--- config.mk ---
export PLATFORM = sky130hd
export DESIGN_NAME = sssu_unit
export DESIGN_NICKNAME = d
export VERILOG_FILES = /design/src/rtl/sssu_pkg.sv /design/src/rtl/sssu_unit.sv
export SDC_FILE = /design/constraint.sdc
export NUM_CORES = 1
export LEC_CHECK = 0
export ABC_AREA = 1
export ABC_CLOCK_PERIOD_IN_PS = 1450
export BUFFER_PORTS_ARGS = -buffer_cell sky130_fd_sc_hd__buf_2
export CAP_MARGIN = 20
export CORE_UTILIZATION = 52
export CTS_CLUSTER_SIZE = 20
export DETAILED_ROUTE_END_ITERATION = 8
export PLACE_DENSITY = 0.89
export RECOVER_POWER = 100
export SYNTH_ARGS = -nofsm -noshare
export SYNTH_HDL_FRONTEND = slang
export SYNTH_SLANG_ARGS = --single-unit
--- constraint.sdc ---
create_clock -name clk_sys_i -period 1.45 [get_ports clk_sys_i]
set_input_delay 0.0725 -clock clk_sys_i [delete_from_list [all_inputs] [get_ports clk_sys_i]]
set_output_delay 0.0725 -clock clk_sys_i [all_outputs]
set_load 0.01 [all_outputs]
--- src/rtl/sssu_pkg.sv ---
package sssu_pkg;

	// ==========================================================
	// instruction fields
	localparam int FUNCT7_HI      = 31;
	localparam int FUNCT7_LO      = 25;
	localparam int RS2_HI         = 24;
	localparam int RS2_LO         = 20;
	localparam int RS1_HI         = 19;
	localparam int RS1_LO         = 15;
	localparam int FUNCT3_HI      = 14;
	localparam int FUNCT3_LO      = 12;
	localparam int RD_HI          = 11;
	localparam int RD_LO          = 7;
	localparam int OPCODE_HI      = 6;
	localparam int OPCODE_LO      = 0;
	localparam int IMM12_HI       = 31;
	localparam int IMM12_LO       = 20;

	// ==========================================================
	// encodings
	localparam logic [6:0]  OPC_REG_REG   = 7'h33;
	localparam logic [6:0]  OPC_REG_IMM   = 7'h13;
	localparam logic [2:0]  F3_HALF       = 3'h0;
	localparam logic [2:0]  F3_SINGLE     = 3'h1;
	localparam logic [6:0]  F7_SIG0_HI    = 7'h2E;
	localparam logic [6:0]  F7_SIG0_LO    = 7'h2A;
	localparam logic [6:0]  F7_SIG1_HI    = 7'h2F;
	localparam logic [6:0]  F7_SIG1_LO    = 7'h2B;
	localparam logic [6:0]  F7_SUM0_R     = 7'h28;
	localparam logic [6:0]  F7_SUM1_R     = 7'h29;
	localparam logic [11:0] IMM_SIG0_FULL = 12'h106;

	// ==========================================================
	// rotation and shift amounts
	localparam int SIG0_ROT_A = 1;
	localparam int SIG0_ROT_B = 8;
	localparam int SIG0_SHR   = 7;
	localparam int SIG1_ROT_A = 19;
	localparam int SIG1_ROT_B = 61;
	localparam int SIG1_SHR   = 6;
	localparam int SUM0_ROT_A = 28;
	localparam int SUM0_ROT_B = 34;
	localparam int SUM0_ROT_C = 39;
	localparam int SUM1_ROT_A = 14;
	localparam int SUM1_ROT_B = 18;
	localparam int SUM1_ROT_C = 41;

	// ==========================================================
	// widths, latency, reset values
	localparam int          WORD_W      = 32;
	localparam int          DWORD_W     = 64;
	localparam int          XLEN_RV32   = 32;
	localparam int          XLEN_RV64   = 64;
	localparam int          LATENCY     = 1;
	localparam logic [63:0] RESULT_RST  = 64'h0000000000000000;

	// ==========================================================
	// types
	typedef enum logic [2:0] {
		SSSU_OP_NONE,
		SSSU_OP_SIG0H,
		SSSU_OP_SIG0L,
		SSSU_OP_SIG1H,
		SSSU_OP_SIG1L,
		SSSU_OP_SUM0R,
		SSSU_OP_SUM1R,
		SSSU_OP_SIG0
	} sssu_op_t;

	typedef struct packed {
		logic [31:0] instr;
		logic [63:0] src1;
		logic [63:0] src2;
	} sssu_req_t;

	typedef struct packed {
		logic        illegal;
		logic [63:0] data;
	} sssu_rsp_t;

endpackage

--- src/rtl/sssu_unit.sv ---
// Function
// - decode high small-sigma-0 half: funct7 0101110, funct3 000, reg-reg opcode.
// - decode low small-sigma-0 half: funct7 0101010, funct3 000.
// - decode high small-sigma-1 half: funct7 0101111, funct3 000.
// - decode low small-sigma-1 half: funct7 0101011, funct3 000.
// - decode big-sum-0 half: funct7 0101000, funct3 000.
// - decode big-sum-1 half: funct7 0101001, funct3 000.
// - halves use rs2 24:20, rs1 19:15, funct3 14:12, rd 11:7.
// - decode full small-sigma-0: imm 000100000110, funct3 001, reg-imm opcode.
// - split-half instructions exist only when base width is 32.
// - on 32-bit base, 64-bit values travel as two words; one word out.
// - latency is fixed, never depends on operand values.
// - low sigma0 half: rs1 low word, rs2 high word, gives low result.
// - high sigma0 half: rs1 high word, rs2 low word, gives high result.
// - sigma1 halves pair words the same way as sigma0 halves.
// - one sum0 instruction; source order selects low or high result word.
// - one sum1 instruction; first source choice selects the result word.
// - full sigma0 is ror 1 xor ror 8 xor shift right 7.
// - full sigma0 only on 64-bit base, operating on whole register.
// - instructions for the base width present whenever the hash extension is implemented.
`timescale 1ns/1ps
`default_nettype none

module sssu_unit #(
	parameter int XLEN = 32
) (
	// clock, reset, enable
	input  wire logic                  clk_sys_i,
	input  wire logic                  reset_i,
	input  wire logic                  ce_i,
	// request from decode
	input  wire logic                  req_valid_i,
	input  wire sssu_pkg::sssu_req_t   req_i,
	// result to writeback
	output logic                       rsp_valid_o,
	output logic                       rsp_illegal_o,
	output logic [XLEN-1:0]            rsp_data_o
);

	// ==========================================================
	// elaboration check
	generate
		if (XLEN != sssu_pkg::XLEN_RV32 && XLEN != sssu_pkg::XLEN_RV64) begin : g_bad_xlen
			$error("sssu_unit: XLEN must be 32 or 64");
		end
	endgenerate

	localparam bit IS_RV32 = (XLEN == sssu_pkg::XLEN_RV32);

	// ==========================================================
	// transform functions
	function automatic logic [63:0] ror64(input logic [63:0] x, input int n);
		ror64 = (x >> n) | (x << (sssu_pkg::DWORD_W - n));
	endfunction

	function automatic logic [63:0] small_sig0(input logic [63:0] x);
		small_sig0 = ror64(x, sssu_pkg::SIG0_ROT_A) ^ ror64(x, sssu_pkg::SIG0_ROT_B)
			^ (x >> sssu_pkg::SIG0_SHR);
	endfunction

	function automatic logic [63:0] small_sig1(input logic [63:0] x);
		small_sig1 = ror64(x, sssu_pkg::SIG1_ROT_A) ^ ror64(x, sssu_pkg::SIG1_ROT_B)
			^ (x >> sssu_pkg::SIG1_SHR);
	endfunction

	function automatic logic [63:0] big_sum0(input logic [63:0] x);
		big_sum0 = ror64(x, sssu_pkg::SUM0_ROT_A) ^ ror64(x, sssu_pkg::SUM0_ROT_B)
			^ ror64(x, sssu_pkg::SUM0_ROT_C);
	endfunction

	function automatic logic [63:0] big_sum1(input logic [63:0] x);
		big_sum1 = ror64(x, sssu_pkg::SUM1_ROT_A) ^ ror64(x, sssu_pkg::SUM1_ROT_B)
			^ ror64(x, sssu_pkg::SUM1_ROT_C);
	endfunction

	// ==========================================================
	// decode
	function automatic sssu_pkg::sssu_op_t decode(input logic [31:0] ins);
		logic [6:0]  f7;
		logic [2:0]  f3;
		logic [6:0]  opc;
		logic [11:0] imm;
		f7  = ins[sssu_pkg::FUNCT7_HI:sssu_pkg::FUNCT7_LO];
		f3  = ins[sssu_pkg::FUNCT3_HI:sssu_pkg::FUNCT3_LO];
		opc = ins[sssu_pkg::OPCODE_HI:sssu_pkg::OPCODE_LO];
		imm = ins[sssu_pkg::IMM12_HI:sssu_pkg::IMM12_LO];
		decode = sssu_pkg::SSSU_OP_NONE;
		if (IS_RV32 && opc == sssu_pkg::OPC_REG_REG && f3 == sssu_pkg::F3_HALF) begin
			case (f7)
				sssu_pkg::F7_SIG0_HI: decode = sssu_pkg::SSSU_OP_SIG0H;
				sssu_pkg::F7_SIG0_LO: decode = sssu_pkg::SSSU_OP_SIG0L;
				sssu_pkg::F7_SIG1_HI: decode = sssu_pkg::SSSU_OP_SIG1H;
				sssu_pkg::F7_SIG1_LO: decode = sssu_pkg::SSSU_OP_SIG1L;
				sssu_pkg::F7_SUM0_R:  decode = sssu_pkg::SSSU_OP_SUM0R;
				sssu_pkg::F7_SUM1_R:  decode = sssu_pkg::SSSU_OP_SUM1R;
				default:              decode = sssu_pkg::SSSU_OP_NONE;
			endcase
		end
		if (!IS_RV32 && opc == sssu_pkg::OPC_REG_IMM && f3 == sssu_pkg::F3_SINGLE
			&& imm == sssu_pkg::IMM_SIG0_FULL) begin
			decode = sssu_pkg::SSSU_OP_SIG0;
		end
	endfunction

	// ==========================================================
	// package consistency checks
	localparam int N_AMT = 12;
	localparam int AMT [N_AMT] = '{
		sssu_pkg::SIG0_ROT_A,
		sssu_pkg::SIG0_ROT_B,
		sssu_pkg::SIG0_SHR,
		sssu_pkg::SIG1_ROT_A,
		sssu_pkg::SIG1_ROT_B,
		sssu_pkg::SIG1_SHR,
		sssu_pkg::SUM0_ROT_A,
		sssu_pkg::SUM0_ROT_B,
		sssu_pkg::SUM0_ROT_C,
		sssu_pkg::SUM1_ROT_A,
		sssu_pkg::SUM1_ROT_B,
		sssu_pkg::SUM1_ROT_C
	};

	// a zero amount would make the rotate shift by the full width
	generate
		for (genvar g = 0; g < N_AMT; g++) begin : g_amt_chk
			if (AMT[g] <= 0 || AMT[g] >= sssu_pkg::DWORD_W) begin : g_bad_amt
				$error("sssu_unit: rotate or shift amount out of range");
			end
		end
		if (sssu_pkg::DWORD_W != 2 * sssu_pkg::WORD_W) begin : g_bad_words
			$error("sssu_unit: double word must hold two words");
		end
		if (sssu_pkg::LATENCY != 1) begin : g_bad_lat
			$error("sssu_unit: result stage serves one cycle only");
		end
		if (sssu_pkg::FUNCT7_HI - sssu_pkg::FUNCT7_LO != 6) begin : g_bad_f7
			$error("sssu_unit: funct7 field must be 7 bits");
		end
		if (sssu_pkg::FUNCT3_HI - sssu_pkg::FUNCT3_LO != 2) begin : g_bad_f3
			$error("sssu_unit: funct3 field must be 3 bits");
		end
		if (sssu_pkg::OPCODE_HI - sssu_pkg::OPCODE_LO != 6) begin : g_bad_opc
			$error("sssu_unit: opcode field must be 7 bits");
		end
		if (sssu_pkg::IMM12_HI - sssu_pkg::IMM12_LO != 11) begin : g_bad_imm
			$error("sssu_unit: immediate field must be 12 bits");
		end
	endgenerate

	// ==========================================================
	// operand pairing
	sssu_pkg::sssu_op_t op;
	logic [31:0]        w1;
	logic [31:0]        w2;
	logic [63:0]        lo_in;
	logic [63:0]        hi_in;
	logic [63:0]        full_in;

	assign op      = decode(req_i.instr);
	assign w1      = req_i.src1[31:0];
	assign w2      = req_i.src2[31:0];
	assign lo_in   = {w2, w1};
	assign hi_in   = {w1, w2};
	assign full_in = req_i.src1;

	// ==========================================================
	// operation select, one flag per instruction
	logic sel_sig0l;
	logic sel_sig0h;
	logic sel_sig1l;
	logic sel_sig1h;
	logic sel_sum0;
	logic sel_sum1;
	logic sel_full;
	logic sel_none;

	assign sel_sig0l = (op == sssu_pkg::SSSU_OP_SIG0L);
	assign sel_sig0h = (op == sssu_pkg::SSSU_OP_SIG0H);
	assign sel_sig1l = (op == sssu_pkg::SSSU_OP_SIG1L);
	assign sel_sig1h = (op == sssu_pkg::SSSU_OP_SIG1H);
	assign sel_sum0  = (op == sssu_pkg::SSSU_OP_SUM0R);
	assign sel_sum1  = (op == sssu_pkg::SSSU_OP_SUM1R);
	assign sel_full  = (op == sssu_pkg::SSSU_OP_SIG0);
	assign sel_none  = (op == sssu_pkg::SSSU_OP_NONE);

	// ==========================================================
	// transforms, all evaluated every cycle
	logic [63:0] sig0_lo_t;
	logic [63:0] sig0_hi_t;
	logic [63:0] sig1_lo_t;
	logic [63:0] sig1_hi_t;
	logic [63:0] sum0_t;
	logic [63:0] sum1_t;
	logic [63:0] full_t;

	assign sig0_lo_t = small_sig0(lo_in);
	assign sig0_hi_t = small_sig0(hi_in);
	assign sig1_lo_t = small_sig1(lo_in);
	assign sig1_hi_t = small_sig1(hi_in);
	// rotations commute with a word swap, so reversed sources give the high word
	assign sum0_t    = big_sum0(lo_in);
	assign sum1_t    = big_sum1(lo_in);
	assign full_t    = small_sig0(full_in);

	// ==========================================================
	// result words
	logic [31:0] sig0l_word;
	logic [31:0] sig0h_word;
	logic [31:0] sig1l_word;
	logic [31:0] sig1h_word;
	logic [31:0] sum0_word;
	logic [31:0] sum1_word;

	assign sig0l_word = sig0_lo_t[31:0];
	assign sig0h_word = sig0_hi_t[63:32];
	assign sig1l_word = sig1_lo_t[31:0];
	assign sig1h_word = sig1_hi_t[63:32];
	assign sum0_word  = sum0_t[31:0];
	assign sum1_word  = sum1_t[31:0];

	// ==========================================================
	// and-or select, flat timing for every operand
	sssu_pkg::sssu_rsp_t rsp_nxt;

	always_comb begin
		rsp_nxt.illegal = sel_none;
		rsp_nxt.data    = {64{sel_full}} & full_t;
		rsp_nxt.data    = rsp_nxt.data | ({64{sel_sig0l}} & {32'h00000000, sig0l_word});
		rsp_nxt.data    = rsp_nxt.data | ({64{sel_sig0h}} & {32'h00000000, sig0h_word});
		rsp_nxt.data    = rsp_nxt.data | ({64{sel_sig1l}} & {32'h00000000, sig1l_word});
		rsp_nxt.data    = rsp_nxt.data | ({64{sel_sig1h}} & {32'h00000000, sig1h_word});
		rsp_nxt.data    = rsp_nxt.data | ({64{sel_sum0}} & {32'h00000000, sum0_word});
		rsp_nxt.data    = rsp_nxt.data | ({64{sel_sum1}} & {32'h00000000, sum1_word});
	end

	// ==========================================================
	// result registers, fixed one-cycle latency
	always_ff @(posedge clk_sys_i) begin
		if (reset_i) begin
			rsp_valid_o <= 1'b0;
		end else if (ce_i) begin
			rsp_valid_o <= req_valid_i;
		end
	end

	// illegal flag only with a valid request
	always_ff @(posedge clk_sys_i) begin
		if (reset_i) begin
			rsp_illegal_o <= 1'b0;
		end else if (ce_i) begin
			rsp_illegal_o <= req_valid_i & rsp_nxt.illegal;
		end
	end

	// data follows every enabled cycle
	always_ff @(posedge clk_sys_i) begin
		if (reset_i) begin
			rsp_data_o <= sssu_pkg::RESULT_RST[XLEN-1:0];
		end else if (ce_i) begin
			rsp_data_o <= rsp_nxt.data[XLEN-1:0];
		end
	end

endmodule

`default_nettype wire

# Yosys cells after proc, flatten, opt, wreduce, memory -nomap -nowiden
# Index checks and enable logic that the tools add are counted.
[word_totals]
input_bits = 164
output_inout_bits = 34
rom_bits = 0
wordCells = 66
memories = 0
ff_bits = 34
latch_bits = 0
ram_bits = 0
[op_classes]
order_cmp = 0
bitwise = 44
n_mux = 2
reduce_logical = 3
div = 0
shift = 0
addsub = 0
mul = 0
n_eq_ne = 14
[ops]
columns = ["cell", "count"]
rows = [
  ["bitwise XOR 32 bit", 10],
  ["bitwise OR 32 x 1 -> 32 bit, second input constant", 8],
  ["bitwise AND 32 bit", 7],
  ["bitwise OR 32 bit", 6],
  ["bitwise XOR 64 bit", 2],
  ["bitwise OR 3 x 64 -> 64 bit", 1],
  ["bitwise OR 45 x 64 -> 64 bit", 1],
  ["bitwise OR 56 x 64 -> 64 bit", 1],
  ["bitwise OR 63 x 64 -> 64 bit", 1],
  ["bitwise XOR 64 x 57 -> 64 bit", 1],
  ["bitwise XOR 64 x 58 -> 64 bit", 1],
  ["== test 7 x 6 -> 1 bit, second input constant", 7],
  ["bitwise OR 23 x 32 -> 32 bit", 1],
  ["bitwise OR 25 x 32 -> 32 bit", 1],
  ["bitwise OR 3 x 32 -> 32 bit", 1],
  ["bitwise OR 30 x 32 -> 32 bit", 1],
  ["case mux 3 bit (6 select lines)", 1],
  ["== test 3 bit, second input constant", 4],
  ["== test 3 x 2 -> 1 bit, second input constant", 2],
  ["logical NOT 3 bit", 2],
  ["== test 3 x 1 -> 1 bit, second input constant", 1],
  ["2-to-1 mux 3 bit", 1],
  ["bitwise AND 1 bit", 1],
  ["logical AND 1 bit", 1],
]

# Longest topological paths before layout
# Gate-level depths: netlist of run 1.
[logic_depth]
ltp_word = 11
mapped_depth = 14

# Least setup slack after synthesis of run 1
# Ideal clock, no wire load.
[synth_path]
kind = "input -> register"
startpoint = "input req_i[141] in the netlist's numbering"
endpoint = "register rsp_data_o[10]"
path_slack_ns = 0.146
stages = 12
setup_ns = 0.056
arrival_time_ns = 1.248
n_path_buf = 1
path_cell_list = "nor2_1 > nand3_1 > nor2_1 > nand2_2 > nor2_8 > nand2_4 > nand2_4 > buf_6 > nand3_1 > nand3_1 > nand2_1 > inv_1"
[synth_between]
elab_chain_cells = 11
word_cells_on_any_way = 23
[synth_rtl]
columns = ["element", "line", "rtl"]
rows = [
  ["start: declaration", "sssu_unit.sv:33", "input wire sssu_pkg::sssu_req_t req_i,"],
  ["logical NOT 3 bit *", "sssu_unit.sv:88", "if (IS_RV32 && opc == sssu_pkg::OPC_REG_REG && f3 == sssu_pkg::F3_HALF) begin"],
  ["logical AND 1 bit *", "sssu_unit.sv:88", ""],
  ["2-to-1 mux 3 bit *", "sssu_unit.sv:88", ""],
  ["== test 3 bit / == test 3 x 2 -> 1 bit (equally long branches)", "sssu_unit.sv:183, sssu_unit.sv:177", ""],
  ["bitwise AND 32 bit (on tied branches)", "sssu_unit.sv:227, sssu_unit.sv:228", ""],
  ["bitwise OR 32 bit", "sssu_unit.sv:228", "rsp_nxt.data = rsp_nxt.data | ({64{sel_sig0l}} & {32'h00000000, sig0l_word});"],
  ["bitwise OR 32 bit", "sssu_unit.sv:229", "rsp_nxt.data = rsp_nxt.data | ({64{sel_sig0h}} & {32'h00000000, sig0h_word});"],
  ["bitwise OR 32 bit", "sssu_unit.sv:230", "rsp_nxt.data = rsp_nxt.data | ({64{sel_sig1l}} & {32'h00000000, sig1l_word});"],
  ["bitwise OR 32 bit", "sssu_unit.sv:231", "rsp_nxt.data = rsp_nxt.data | ({64{sel_sig1h}} & {32'h00000000, sig1h_word});"],
  ["bitwise OR 32 bit", "sssu_unit.sv:232", "rsp_nxt.data = rsp_nxt.data | ({64{sel_sum0}} & {32'h00000000, sum0_word});"],
  ["bitwise OR 32 bit *", "sssu_unit.sv:233", "rsp_nxt.data = rsp_nxt.data | ({64{sel_sum1}} & {32'h00000000, sum1_word});"],
  ["end signal: assignment", "sssu_unit.sv:258", "rsp_data_o <= sssu_pkg::RESULT_RST[XLEN-1:0];"],
  ["end signal: assignment", "sssu_unit.sv:260", "rsp_data_o <= rsp_nxt.data[XLEN-1:0];"],
  ["end: declaration", "sssu_unit.sv:37", "output logic [XLEN-1:0] rsp_data_o"],
]
# Every way passes the cells marked *; elsewhere a longest branch is shown, timed or not.
# A chain may end at the register's enable or synchronous reset.

# Worst setup path in the final report of run 1
[layout_path]
startpoint = "input req_i[155] in the netlist's numbering"
endpoint = "register rsp_data_o[24]"
[layout_between]
elab_chain_cells = 11
word_cells_on_any_way = 28
[layout_rtl]
columns = ["element", "line", "rtl"]
rows = [
  ["== test 7 x 6 -> 1 bit", "sssu_unit.sv:89", "case (f7)"],
  ["case mux 3 bit (6 select lines) *", "sssu_unit.sv:89", ""],
  ["2-to-1 mux 3 bit *", "sssu_unit.sv:88", ""],
  ["== test 3 bit / == test 3 x 2 -> 1 bit (equally long branches)", "sssu_unit.sv:183, sssu_unit.sv:177", ""],
  ["bitwise AND 32 bit (on tied branches)", "sssu_unit.sv:227, sssu_unit.sv:228", ""],
  ["bitwise OR 32 bit", "sssu_unit.sv:228", ""],
  ["bitwise OR 32 bit", "sssu_unit.sv:229", ""],
  ["bitwise OR 32 bit", "sssu_unit.sv:230", ""],
  ["bitwise OR 32 bit", "sssu_unit.sv:231", ""],
  ["bitwise OR 32 bit", "sssu_unit.sv:232", ""],
  ["bitwise OR 32 bit *", "sssu_unit.sv:233", ""],
]
# Marks and branches as above.

==> metrics, run 1 <==
status=completed; Num CTS Buffers=5; Layout Utilization=0.6525; die height=103.8 um; CP arrival=1620 ps; leakage=3.063 nW; fin nets=1108; number of global-route vias before repair=5520; Worst Path Max Fanout=12; Clock Sinks=34; top-level I/O count=198; WL per Instance=18.18 um; post-synthesis cell count=836; Unique masters post-synth=29; WS Path Type=input port to flip-flop; most common cell after layout, fill and taps aside=nand2_1; initial antenna violation count=0; slowest cell on the critical path=a21oi_2; PD cells=530.3 mW/mm^2; initial DRC count=631; DRT Pass-1 Iters=5; Layout area overhead=19.88%; skew final=0 ps; DP Wirelength=14.48 mm; CP cell instances=buf_2 > buf_4 > nand3_1 > a21oi_2 > nand2_4 > nor2_4 > buf_12 > nand3_4 > nand2_4 > nand2_1 > nand2_1 > nor2_1 > nor2_1; first-pass GRT wire length=29.17 mm; IO buf count=118; pin count of the biggest net entering global routing=28; Max rail drop VDD=0.4622 mV; worst-case hold slack=55.91 ps; FMAX=720.4 MHz; CP Launch Type=input port; sequential area share after synthesis=0.1262; Worst-Margin Slew=609.8 ps; Slew headroom=0.5934; row count=36; Post-Route WL=19.60 mm; Hold Vio Cnt, Final=0; post-synthesis net count=1000; worst skew pair latency=290 ps; Initial Util=0.5443; Antenna Nets Post-Route=0; HP Class=input port to flip-flop; CORE AREA=0.009910 sq mm; Final Critical Period=1388 ps; clk slew on worst S/H paths=70 ps; synthesized area per cell=6.452 sq um; DR vias=5964; routed vias/inst=5.532; CP required=1680 ps; final setup violation count=0; antenna cell count=0; share of cells above drive strength 1=0.1979; Crit. End Element=flip-flop; die width=103.8 um; Slew Viols, Final=0; worst stage delay on the critical path=230 ps; H-tree depth=2; Die ar.=0.01078 sq mm; total grt overflow=0; most frequent cells in the layout=135 x nand2_1, 121 x xor2_1, 119 x xnor2_1; mapped cell area=0.005394 sq mm; Yosys Warn Count=0; # DRC=0; routability cong.=1.021; total of max-cap violations=0; Max Root-Sink Buffers=2; Final Cycle Share=0.9573; global-route usage over all layers=0.3437; #FFs+latches synth=34; CTS tree=yes; RSZ-0062 raised after global routing=yes; CTS root buf=clkbuf_8
==> state kept, by name (all words and copies together), names as in the netlist <==
signal / flops
rsp_data_o: 32
rsp_illegal_o: 1
rsp_valid_o: 1
==> final timing paths <==
path	slack, ps	cells after the start	startpoint	endpoint
max	60	13	req_i[155]	rsp_data_o[24]
min	60	3	req_valid_i	rsp_valid_o
max reg2reg	680	2	rsp_data_o[30]	rsp_data_o[30]
min reg2reg	470	2	rsp_illegal_o	rsp_illegal_o
==> repair_timing <==
item	in CTS	in global routing
hold buffers	0	0
resized for setup	3	14
cloned	0	4
endpoints found under the hold margin	0	0
pin swaps	0	12
setup buffers	0	4
endpoints found under the setup margin	18	30
==> cells in the mapped netlist (all sizes together) <==
cell / number / area share
nand2: 142 / 0.10
dfxtp: 34 / 0.13
nand3b: 1 / 0.0037
nor2: 109 / 0.084
nand3: 54 / 0.058
buf: 36 / 0.044
a21oi: 28 / 0.027
xor2: 121 / 0.20
o21ai: 25 / 0.023
or2: 10 / 0.012
nand4: 38 / 0.044
o21bai: 2 / 0.0028
inv: 81 / 0.057
clkbuf: 36 / 0.025
xnor2: 119 / 0.19
==> through the flow <==
stage | cells | total power, mW | setup TNS (ps) | area [sq um] | worst slack, ps
after floorplan | 836 | 2.130 | 0 | 5394 | 145.9
after global placement | 1062 | 2.595 | -5787 | 6205 | -220.7
after detailed placement | 1062 | 2.619 | -9202 | 6205 | -322.3
after CTS | 1070 | 3.384 | 0 | 6316 | 78.76
after global routing | 1078 | 3.596 | -290.8 | 6466 | -53.92
final | 1078 | 3.429 | 0 | 6466 | 61.88
==> per-layer routing <==
metal  global-route usage  share of wire  wire length, um
met1               0.4430           0.39             7608
met4               0.1827          0.063             1239
met5                    0              0                0
met2               0.5500           0.43             8496
met3              0.05286           0.12             2258
==> cell type report <==
type                            count  area [sq um]
Clock inverter                      2         12.51
Fill cell                         912          3443
Multi-Input combinational cell    650          4111
Timing Repair Buffer              172          1106
Tap cell                          133         166.4
Inverter                           81         306.5
Clock buffer                        6         82.58
Sequential cell                    34         680.7
==> critical path, delay by kind of cell <==
| family | cells | cell delay (ps) |
|---|---|---|
| AOI/OAI and AO/OA | 1 | 230 |
| buffers and inverters | 3 | 340 |
| and+or+nand+nor | 9 | 960 |
==> cell families (layout without fill, tap and decap cells) <==
group | count (synthesis) | after routing | synth area share
AND/OR/NAND/NOR | 354 | 355 | 0.3053
XOR/XNOR | 240 | 240 | 0.3897
buffers and inverters | 153 | 261 | 0.1262
AO/OA/AOI/OAI | 55 | 55 | 0.05266
flip-flops | 34 | 34 | 0.1262
==> power breakdown <==
part	internal [mW]	switching [mW]	total, mW	leakage [nW]
registers	0.979	0.0244	1.00	0.280
clock network	0.382	0.388	0.770	0.0472
logic	0.666	0.990	1.66	2.74
Note: power is estimated with default switching activity, not from simulation.
==> run 2: changes to the inputs <==
Settings changed: GPL_TIMING_DRIVEN set to 1, SETUP_SLACK_MARGIN set to 0.1.
==> metrics, run 2 (synthesis results as in run 1) <==
worst-case hold slack=52.96 ps; pre-CTS setup slack=-322.3 ps; largest registers=rsp_data_o (32), rsp_illegal_o (1), rsp_valid_o (1); P_int=2.038 mW; CTS tree=yes; routed vias/inst=5.572; Slew headroom=0.5725; Max rail drop VDD=0.4611 mV; die height=103.8 um; total grt overflow=0; initial antenna violation count=0; FMAX=729.6 MHz; Gate power share=0.488; H-tree depth=2; placed cell count=1062; Final Cell Area=0.006621 sq mm; most common cell after layout, fill and taps aside=nand2_1; CP Launch Type=input port; share of cells above drive strength 1=0.2323; Final Critical Period=1371 ps; DRT Pass-1 Iters=5; top-level I/O count=198; leakage=3.109 nW; Layout Utilization=0.6682; CP required=1680 ps; routability cong.=1.021; total of max-cap violations=0; fin nets=1110; sequential share of power=0.290; Layout area overhead=22.76%; Post-Route WL=19.48 mm; most frequent cells in the layout=134 x nand2_1, 121 x xor2_1, 119 x xnor2_1; WL per Instance=18.04 um; # DRC=0; switch share=0.4114; reg2reg setup slack=690 ps; Hold Vio Cnt, Final=0; die width=103.8 um; Antenna Nets Post-Route=0; Clock Sinks=34; Die ar.=0.01078 sq mm; switching pwr=1.425 mW; IO buf count=118; DP Wirelength=14.48 mm; Register Area=680.7 sq um; final setup violation count=0; PnR worst setup slack=79.31 ps; antenna cell count=0; Final Cycle Share=0.9453; Worst-Margin Slew=641.2 ps; DP Area=0.006205 sq mm; Non-Filler Instances=1080; HP Class=input port to flip-flop; row count=36; Initial Util=0.5443; overall power=3.463 mW; pin count of the biggest net entering global routing=28; CORE AREA=0.009910 sq mm; skew final=0 ps; worst skew pair latency=290 ps; Num CTS Buffers=5; number of fill cells=885; Largest register FFs=32; DR vias=6018; global-route usage over all layers=0.3480; Top reg by flops=rsp_data_o; setup tns final=0 ps; CP arrival=1600 ps; Slew Viols, Final=0; clock share of power=0.223; first-pass GRT wire length=29.55 mm; number of global-route vias before repair=5581; Multi-input gate area=0.004228 sq mm; CTS root buf=clkbuf_8; PD cells=523.0 mW/mm^2; initial DRC count=612; Worst Path Max Fanout=7; Crit. End Element=flip-flop; Max Root-Sink Buffers=2; status=completed; RSZ-0062 raised after global routing=yes; WS Path Type=input port to flip-flop; hold buffer count at CTS=0; clk slew on worst S/H paths=70 ps
## run 2: cell types whose count changed in the layout (fill, tap and decap cells not counted), sizes merged
| cell | change |
|---|---|
| buf | +4 |
| clkbuf | -1 |
| nand2 | -1 |
## run 2: what timing repair did
item	CTS	global route
buffers inserted	1	6
endpoints found under the setup margin	31	33
gates cloned	1	2
pin swaps	4	15
resized for setup	6	54
## run 2: power groups by stage
stage | registers [mW] | clock network (mW) | logic, mW
floorplan | 1.04 | 0 | 1.09
global placement | 1.02 | 0 | 1.57
detailed placement | 1.02 | 0 | 1.60
CTS | 1.00 | 0.773 | 1.61
global route | 1.01 | 0.816 | 1.80
finish | 1.00 | 0.771 | 1.69
## run 2: final timing paths
check / from / to / depth (start not counted)
worst max-delay path: req_i[141] / rsp_data_o[12] / 12
worst min-delay path: req_valid_i / rsp_valid_o / 3
worst max register to register: rsp_data_o[30] / rsp_data_o[30] / 2
worst min register to register: rsp_illegal_o / rsp_illegal_o / 2
## run 2: area by class of cell
| class | count | area share |
|---|---|---|
| multi-input combinational | 649 | 0.6385 |
| timing repair buffer | 175 | 0.1721 |
| sequential | 34 | 0.1028 |
| inverter | 81 | 0.04705 |
| tap | 133 | 0.02513 |
| clock buffer | 6 | 0.01247 |
| clock inverter | 2 | 0.001890 |
## run 2: per-layer routing
layer,part of all wire,global-route usage,up-vias,routed length [um]
met5,0,0,-,0
met4,0.062,0.1990,0,1216
li1,-,-,2788,-
met1,0.39,0.4461,2713,7676
met3,0.10,0.05601,102,1996
met2,0.44,0.5514,415,8592
## run 2: worst max-delay path: stages
cell,delay (ps)
buf_2,110
nor2_1,130
nand3_2,110
nor2_4,180
nand2_4,100
nor2_4,120
buf_12,150
buf_12,120
nand4_1,190
nand3_2,150
nor2_4,50
a21oi_2,110
